**src/hdl/tcc_pkg.sv**
```systemverilog
// Purpose: Shared constants and types for the timer counter capture unit
// Assumes: Word-aligned Avalon-MM register map, 8-bit registers in low bits
// Notes: Byte address of each register is given directly
package tcc_pkg;
    localparam int TCC_AW = 6;
    localparam logic [5:0] TCC_OFS_CNT_H = 6'h00;
    localparam logic [5:0] TCC_OFS_CNT_L = 6'h04;
    localparam logic [5:0] TCC_OFS_RLD_H = 6'h08;
    localparam logic [5:0] TCC_OFS_RLD_L = 6'h0C;
    localparam logic [5:0] TCC_OFS_CTL0 = 6'h10;
    localparam logic [5:0] TCC_OFS_CTL1 = 6'h14;
    localparam logic [5:0] TCC_OFS_CAP_H = 6'h18;
    localparam logic [5:0] TCC_OFS_CAP_L = 6'h1C;
    localparam logic [5:0] TCC_OFS_STAT = 6'h20;
    // Control 0 field positions
    localparam int TCC_C0_EN = 7;
    localparam int TCC_C0_POL = 6;
    localparam int TCC_C0_OUTEN = 5;
    localparam int TCC_C0_PRE_LO = 2;
    localparam int TCC_C0_MODE_LO = 0;
    // Reset values, count restart value on reload, prescaler width
    localparam logic [15:0] TCC_CNT_RST = 16'h0001;
    localparam logic [15:0] TCC_RLD_RST = 16'hFFFF;
    localparam logic [15:0] TCC_CNT_RESTART = 16'h0001;
    localparam logic [7:0] TCC_CTL_RST = 8'h00;
    localparam int TCC_PRE_W = 7;
    typedef enum logic [1:0] {
        TCC_MODE_CONTINUOUS,
        TCC_MODE_COUNTER,
        TCC_MODE_CAPCMP,
        TCC_MODE_DUAL_PWM
    } tcc_mode_t;
    // Interrupt source config: both, capture only, reload only
    typedef enum logic [1:0] {
        TCC_IRQ_BOTH,
        TCC_IRQ_CAPTURE,
        TCC_IRQ_RELOAD,
        TCC_IRQ_BOTH_ALT
    } tcc_irqcfg_t;
endpackage

```
**src/hdl/tcc_edge_det.sv**
```systemverilog
// Purpose: Detects the selected edge of the timer input
// Assumes: Input already synchronous to clock
// Notes: One-cycle pulse on the chosen edge
`timescale 1ns/10ps
`default_nettype none
module tcc_edge_det
    import tcc_pkg::*;
(
    input wire logic clock,
    input wire logic rst_n,
    input wire logic pin,
    input wire logic falling,
    output logic edge_hit
);
    typedef struct packed {
        logic prev;
    } tcc_edge_st_t;
    tcc_edge_st_t st;
    tcc_edge_st_t next_st;

    always_comb begin
        next_st = st;
        next_st.prev = pin;
    end

    always_ff @(posedge clock) begin
        if (!rst_n) begin
            st <= '0;
        end else begin
            st <= next_st;
        end
    end

    // Edge polarity select picks the qualifying transition
    assign edge_hit = falling ? (st.prev & ~pin) : (~st.prev & pin);
endmodule
`default_nettype wire

```
**src/hdl/tcc_timer.sv**
```systemverilog
// Purpose: 16-bit timer with counter and capture/compare modes, Avalon-MM slave
// Assumes: Timer input pin synchronous to clock; source at most clock/4
// Notes: Every request gets one wait cycle; reads of high byte latch low byte while the timer is enabled
`timescale 1ns/10ps
`default_nettype none
module tcc_timer
    import tcc_pkg::*;
(
    input wire logic clock,
    input wire logic rst_n,
    input wire logic [TCC_AW-1:0] avs_address,
    input wire logic avs_read,
    input wire logic avs_write,
    input wire logic [31:0] avs_writedata,
    output logic [31:0] avs_readdata,
    output logic avs_waitrequest,
    input wire logic timer_pin_in,
    output logic timer_out,
    output logic timer_out_comp,
    output logic timer_comp_oe,
    output logic timer_irq
);
    typedef struct packed {
        logic [15:0] count;
        logic [15:0] reload;
        logic [15:0] capture;
        logic [7:0] hold;
        logic [7:0] ctl0;
        logic [1:0] irqcfg;
        logic [TCC_PRE_W-1:0] pre;
        logic started;
        logic out_lvl;
        logic out_comp;
        logic cap_flag;
        logic rld_flag;
        logic irq;
        logic comp_oe;
        logic waitreq;
        logic [31:0] rdata;
    } tcc_st_t;

    tcc_st_t st;
    tcc_st_t next_st;
    logic edge_hit;
    logic en;
    logic pol;
    logic out_en;
    logic [2:0] pre_sel;
    tcc_mode_t mode;
    logic req;
    logic accept;

    assign en = st.ctl0[TCC_C0_EN];
    assign pol = st.ctl0[TCC_C0_POL];
    assign out_en = st.ctl0[TCC_C0_OUTEN];
    assign pre_sel = st.ctl0[TCC_C0_PRE_LO +: 3];
    assign mode = tcc_mode_t'(st.ctl0[TCC_C0_MODE_LO +: 2]);
    assign req = avs_read | avs_write;
    assign accept = req & ~st.waitreq;

    // Shared pin carries no input in dual output mode
    tcc_edge_det u_edge (
        .clock(clock),
        .rst_n(rst_n),
        .pin(timer_pin_in & (mode != TCC_MODE_DUAL_PWM)),
        .falling(pol),
        .edge_hit(edge_hit)
    );

    always_comb begin
        logic pre_tick;
        logic reload_hit;
        logic cap_evt;
        logic rld_evt;
        logic [TCC_PRE_W-1:0] pre_lim;
        pre_tick = 1'b0;
        reload_hit = 1'b0;
        cap_evt = 1'b0;
        rld_evt = 1'b0;
        pre_lim = TCC_PRE_W'((8'h01 << pre_sel) - 8'h01);
        next_st = st;
        next_st.irq = 1'b0;

        // Bus handshake: one wait cycle, then answer
        next_st.waitreq = ~(req & st.waitreq);
        if (req & st.waitreq & avs_read) begin
            next_st.rdata = 32'h0000_0000;
            unique case (avs_address)
                TCC_OFS_CNT_H: next_st.rdata[7:0] = st.count[15:8];
                TCC_OFS_CNT_L: next_st.rdata[7:0] = en ? st.hold : st.count[7:0];
                TCC_OFS_RLD_H: next_st.rdata[7:0] = st.reload[15:8];
                TCC_OFS_RLD_L: next_st.rdata[7:0] = st.reload[7:0];
                TCC_OFS_CTL0: next_st.rdata[7:0] = st.ctl0;
                TCC_OFS_CTL1: next_st.rdata[1:0] = st.irqcfg;
                TCC_OFS_CAP_H: next_st.rdata[7:0] = st.capture[15:8];
                TCC_OFS_CAP_L: next_st.rdata[7:0] = st.capture[7:0];
                TCC_OFS_STAT: next_st.rdata[3:0] = {st.started, st.out_lvl, st.rld_flag, st.cap_flag};
                default: next_st.rdata = 32'h0000_0000;
            endcase
        end

        // Counting; reads touch only the hold register
        if (en) begin
            unique case (mode)
                TCC_MODE_COUNTER: begin
                    if (edge_hit) begin
                        if (st.count == st.reload) begin
                            reload_hit = 1'b1;
                            rld_evt = 1'b1;
                        end else begin
                            next_st.count = st.count + 16'h0001;
                        end
                    end
                end
                TCC_MODE_CAPCMP: begin
                    if (!st.started) begin
                        next_st.started = edge_hit;
                    end else begin
                        if (st.pre == pre_lim) begin
                            next_st.pre = '0;
                            pre_tick = 1'b1;
                        end else begin
                            next_st.pre = st.pre + TCC_PRE_W'(1);
                        end
                        if (pre_tick) begin
                            if (st.count == st.reload) begin
                                reload_hit = 1'b1;
                                rld_evt = 1'b1;
                            end else begin
                                next_st.count = st.count + 16'h0001;
                            end
                        end
                        if (edge_hit) begin
                            next_st.capture = st.count;
                            cap_evt = 1'b1;
                        end
                    end
                end
                TCC_MODE_CONTINUOUS, TCC_MODE_DUAL_PWM: begin
                    if (st.pre == pre_lim) begin
                        next_st.pre = '0;
                        if (st.count == st.reload) begin
                            reload_hit = 1'b1;
                            rld_evt = 1'b1;
                        end else begin
                            next_st.count = st.count + 16'h0001;
                        end
                    end else begin
                        next_st.pre = st.pre + TCC_PRE_W'(1);
                    end
                end
            endcase
            if (reload_hit) begin
                next_st.count = TCC_CNT_RESTART;
                if (out_en) begin
                    next_st.out_lvl = ~st.out_lvl;
                end
            end
        end else begin
            next_st.out_lvl = pol;
            next_st.started = 1'b0;
            next_st.pre = '0;
        end

        // Interrupt source selection in capture/compare mode
        if (mode == TCC_MODE_CAPCMP) begin
            unique case (tcc_irqcfg_t'(st.irqcfg))
                TCC_IRQ_CAPTURE: next_st.irq = cap_evt;
                TCC_IRQ_RELOAD: next_st.irq = rld_evt;
                TCC_IRQ_BOTH, TCC_IRQ_BOTH_ALT: next_st.irq = cap_evt | rld_evt;
            endcase
        end else begin
            next_st.irq = rld_evt;
        end

        // Accepted bus accesses; write-one clears lose to new events
        if (accept & avs_read & (avs_address == TCC_OFS_CNT_H) & en) begin
            next_st.hold = st.count[7:0];
        end
        if (accept & avs_write) begin
            unique case (avs_address)
                TCC_OFS_CNT_H: next_st.count[15:8] = avs_writedata[7:0];
                TCC_OFS_CNT_L: next_st.count[7:0] = avs_writedata[7:0];
                TCC_OFS_RLD_H: next_st.reload[15:8] = avs_writedata[7:0];
                TCC_OFS_RLD_L: next_st.reload[7:0] = avs_writedata[7:0];
                TCC_OFS_CTL0: next_st.ctl0 = avs_writedata[7:0];
                TCC_OFS_CTL1: next_st.irqcfg = avs_writedata[1:0];
                TCC_OFS_STAT: begin
                    if (avs_writedata[0]) begin
                        next_st.cap_flag = 1'b0;
                    end
                    if (avs_writedata[1]) begin
                        next_st.rld_flag = 1'b0;
                    end
                end
                default: next_st.count = next_st.count;
            endcase
        end
        if (cap_evt) begin
            next_st.cap_flag = 1'b1;
        end
        if (rld_evt) begin
            next_st.rld_flag = 1'b1;
        end
        next_st.comp_oe = out_en & (mode == TCC_MODE_DUAL_PWM);
        // Complement kept in its own flop so the pin is driven from a register
        next_st.out_comp = ~next_st.out_lvl;
    end

    always_ff @(posedge clock) begin
        if (!rst_n) begin
            st <= '0;
            st.count <= TCC_CNT_RST;
            st.reload <= TCC_RLD_RST;
            st.ctl0 <= TCC_CTL_RST;
            st.waitreq <= 1'b1;
            st.out_comp <= 1'b1;
        end else begin
            st <= next_st;
        end
    end

    assign avs_readdata = st.rdata;
    assign avs_waitrequest = st.waitreq;
    assign timer_out = st.out_lvl;
    assign timer_out_comp = st.out_comp;
    assign timer_comp_oe = st.comp_oe;
    assign timer_irq = st.irq;
endmodule
`default_nettype wire

```
**config.mk**
```make
export PLATFORM = sky130hd
export DESIGN_NAME = tcc_timer
export DESIGN_NICKNAME = d
export VERILOG_FILES = /design/src/hdl/tcc_pkg.sv /design/src/hdl/tcc_edge_det.sv /design/src/hdl/tcc_timer.sv
export SDC_FILE = /design/constraint.sdc
export NUM_CORES = 1
export LEC_CHECK = 0
export ABC_CLOCK_PERIOD_IN_PS = 5320
export BUFFER_PORTS_ARGS = -buffer_cell sky130_fd_sc_hd__buf_2
export CELL_PAD_IN_SITES_DETAIL_PLACEMENT = 1
export CELL_PAD_IN_SITES_GLOBAL_PLACEMENT = 2
export CORE_AREA = 2 2 127 129
export CTS_BUF_LIST = sky130_fd_sc_hd__clkbuf_8
export DETAILED_ROUTE_END_ITERATION = 10
export DIE_AREA = 0 0 129 131
export PLACE_DENSITY = 0.84
export SYNTH_ARGS = -nofsm -noshare
export SYNTH_HDL_FRONTEND = slang
export SYNTH_SLANG_ARGS = --single-unit
```
**constraint.sdc**
```tcl
create_clock -name clock -period 5.32 [get_ports clock]
set_input_delay 0.798 -clock clock [delete_from_list [all_inputs] [get_ports clock]]
set_output_delay 0.798 -clock clock [all_outputs]
set_load 0.02 [all_outputs]
```
==> metrics.md <==
| Metric | Value |
|---|---|
| # port buffers | `31` |
| DRC | `0` |
| Fill cell count | `1982` |
| Finished Core Util | `0.377` |
| Design Area, Final | `0.00588 mm^2` |
| Relative slew margins | `0.264` |
| Total power | `1.24 mW` |
| CTS clk-pin slew, worst paths | `0.10 ns` |
| Period utilization | `0.656` |
| GRT Overall Usage | `0.255` |
| Num ports | `80` |
| Power density cells | `211 mW/mm^2` |
| Area share of xor/xnor cells in the synthesized design | `0.0422` |
| Initial core utilization | `0.359` |
| Row count | `46` |
| Core region area | `0.0156 mm^2` |
| Final worst slack | `1.83 ns` |
| Max-slew violations | `0` |
| Drt first pass iters | `5` |
| Post-synthesis sequential area ratio | `0.321` |
| Post-synthesis mux area share | `0.0453` |
| Mapped Area | `0.00561 mm^2` |
| Largest fanout on the critical path | `12` |
| Iteration-0 DRC Markers | `431` |
| Post-DP HPWL | `15000 um` |
| Placed Cells | `937` |
| EDFF count, synth | `0` |
| Area Overhead vs Synth | `4.98%` |
| Placement-stage cell area | `0.00570 mm^2` |
| Launching element type of the critical path | `flop` |
| FMAX | `287 MHz` |
| Post-synthesis simple-gate area fraction | `0.260` |
| Maxcap violations | `0` |
| Final WL | `20800 um` |
| Ant diodes | `0` |
| Pre-CTS setup slack | `1.48 ns` |
| CTS max path bufs | `2` |
| CP Class | `reg2reg` |
| Cts repair resizes | `0` |
| Crit path DAT | `3.79 ns` |
| Crit-path cells | `xor2_1 > nor4_1 > nand4_1 > a21oi_1 > nand2_1 > o211a_1 > o2111a_1` |
| Slowest-stage cell, CP | `dfxtp_1` |
| Worst hold margin | `0.470 ns` |
| Post-CTS setup buffer count | `0` |
| CTS root buffer | `clkbuf_8` |
| Die area | `0.0169 mm^2` |
| Synth cell types | `69` |
| Die H | `131 um` |
| CTS sink cnt | `90` |
| Grt ovf | `0` |
| Ys async rst share | `0` |
| Synth Area in Compound Gates | `0.221` |
| Yosys warning count | `0` |
| TritonCTS clock tree | `yes` |
| Synth Area in Adders | `0.0179` |
| Final min period | `3.49 ns` |
| Most common flop cell mapped by yosys | `dfxtp_1` |
| #FFs+latches synth | `90` |
| Mapped Avg Cell Area | `7.51 um^2` |
| Final #Nets | `784` |
| Initial antenna violation count | `0` |
| P_leak | `2.07 nW` |
| Final hold vios | `0` |
| TritonCTS buffer count | `9` |
| First-pass GRT wire length | `32600 um` |
| Hold Buf Count CTS | `0` |
| Vias per inst | `5.89` |
| Largest family of logic cells by synthesized area | `simple AND/OR/NAND/NOR gates` |
| Clock skew | `0.0154 ns` |
| Number of global-route vias before repair | `5686` |
| Data required, critical path | `5.61 ns` |
| Slew @ Worst Pin | `1.10 ns` |
| HP Class | `reg2reg` |
| Non-filler instance count after layout | `954` |
| Final setup vio count | `0` |
| ANT nets after route | `0` |
| CP peak stage delay | `0.79 ns` |
| Post-Synthesis Cells | `746` |
| Layout cells sized above 1 | `0.0894` |
| Worst-Skew Late Latency | `0.40 ns` |
| RSZ-0062 raised after global routing | `no` |
| Setup tns final | `0 ns` |
| Routability cong. | `0.906` |
| Run status | `completed` |
| Via count | `5620` |
| Critical path capture point type | `flop` |
| H-Tree Depth | `3` |
| Detail-routed net length per standard cell | `21.9 um` |
| Largest net degree at the start of global routing | `38` |
| VDD IR max | `0.000127 V` |
| Die width | `129 um` |
-- Yosys cell counts (all sizes together) (3+ instances only) --
cell type | number | area share
inv | 12 | 0.0080
nand3 | 41 | 0.037
a211oi | 5 | 0.0067
a22oi | 17 | 0.023
a31oi | 12 | 0.013
and4 | 3 | 0.0047
nand2 | 126 | 0.085
ha | 8 | 0.018
o21ai | 27 | 0.024
mux2i | 22 | 0.039
a21boi | 4 | 0.0054
xor2 | 25 | 0.039
o211ai | 13 | 0.017
dfxtp | 90 | 0.32
or4 | 6 | 0.0080
a21o | 3 | 0.0040
a41oi | 3 | 0.0060
a221o | 3 | 0.0054
nor3b | 5 | 0.0067
and2 | 6 | 0.0067
clkbuf | 42 | 0.028
o211a | 3 | 0.0054
o22ai | 8 | 0.0089
a221oi | 7 | 0.011
nor4 | 7 | 0.0078
and3 | 7 | 0.0087
nand4 | 10 | 0.011
nand2b | 8 | 0.0089
nor2 | 53 | 0.035
nor2b | 6 | 0.0067
buf | 42 | 0.054
a222oi | 3 | 0.0054
a21oi | 59 | 0.053
or2 | 4 | 0.0045
nor3 | 21 | 0.019
-- cells in the final DEF (no fill, tap or decap), types with 8 or more instances in the layout --
master and count:
nor3_1 20, nand3_1 41, conb_1 24, a21oi_1 59, nor2_1 53, o22ai_1 8
nand4_1 10, xor2_1 25, o211ai_1 13, buf_2 31, ha_1 8, inv_1 12
clkbuf_8 9, nand2b_1 8, a31oi_1 12, o21ai_0 26, a22oi_1 17, mux2i_1 22
dfxtp_1 90, nand2_1 125
-- worst paths after layout --
check	from	to	slack, ns	cells past startpoint
hold / removal	st[78]	st[78]	0.47	2
setup reg to reg	st[105]	st[109]	1.83	7
hold reg to reg	st[78]	st[78]	0.47	2
setup / recovery	st[105]	st[109]	1.83	7
-- final cells by class --
class                           instances  area, um^2  area share
Inverter                               14        52.6     0.00893
Multi-Input combinational cell        581        3380       0.575
Clock buffer                            9         124      0.0211
Timing Repair Buffer                   37         198      0.0336
Sequential cell                        90        1800       0.306
Tap cell                              216         270      0.0459
Clock inverter                          7        56.3     0.00957
-- routing by layer --
metal | part of all wire | routed length [um] | global-route usage
met5 | 0 | 0 | 0
met3 | 0.045 | 943 | 0.0350
met4 | 0.050 | 1040 | 0.145
met1 | 0.43 | 8920 | 0.316
met2 | 0.48 | 9950 | 0.429
-- logic make-up (layout without fill, tap and decap cells) --
group / count (synthesis) / in the layout
XOR/XNOR: 27 / 27
buffers and inverters: 98 / 67
other: 1 / 24
AND/OR/NAND/NOR: 310 / 310
AO/OA/AOI/OAI: 188 / 188
multiplexers: 24 / 24
adder cells (fa/ha/maj): 8 / 8
flip-flops: 90 / 90
-- power by group --
group          switching (mW)  internal [mW]  leakage [nW]  total [mW]
logic                  0.0714         0.0207          1.25      0.0921
registers             0.00320          0.676         0.726       0.679
clock network           0.294          0.178        0.0914       0.472
-- critical path, delay by kind of cell, from the launching register on --
family          cells  cell delay, ns
compound gates      3            1.08
xor+xnor            1            0.17
flops               1            0.79
simple gates        3            1.34
-- sequential cells by signal (all words and copies together), names as in the netlist --
| name | flops |
|---|---|
| timer_irq | 1 |
| en | 1 |
| u_edge.st | 1 |
| mode | 2 |
| timer_comp_oe | 1 |
| avs_readdata | 8 |
| avs_waitrequest | 1 |
| timer_out_comp | 1 |
| timer_out | 1 |
| pol | 1 |
| out_en | 1 |
| pre_sel | 3 |
| st | 68 |
Note: power is estimated with default switching activity, not from simulation.
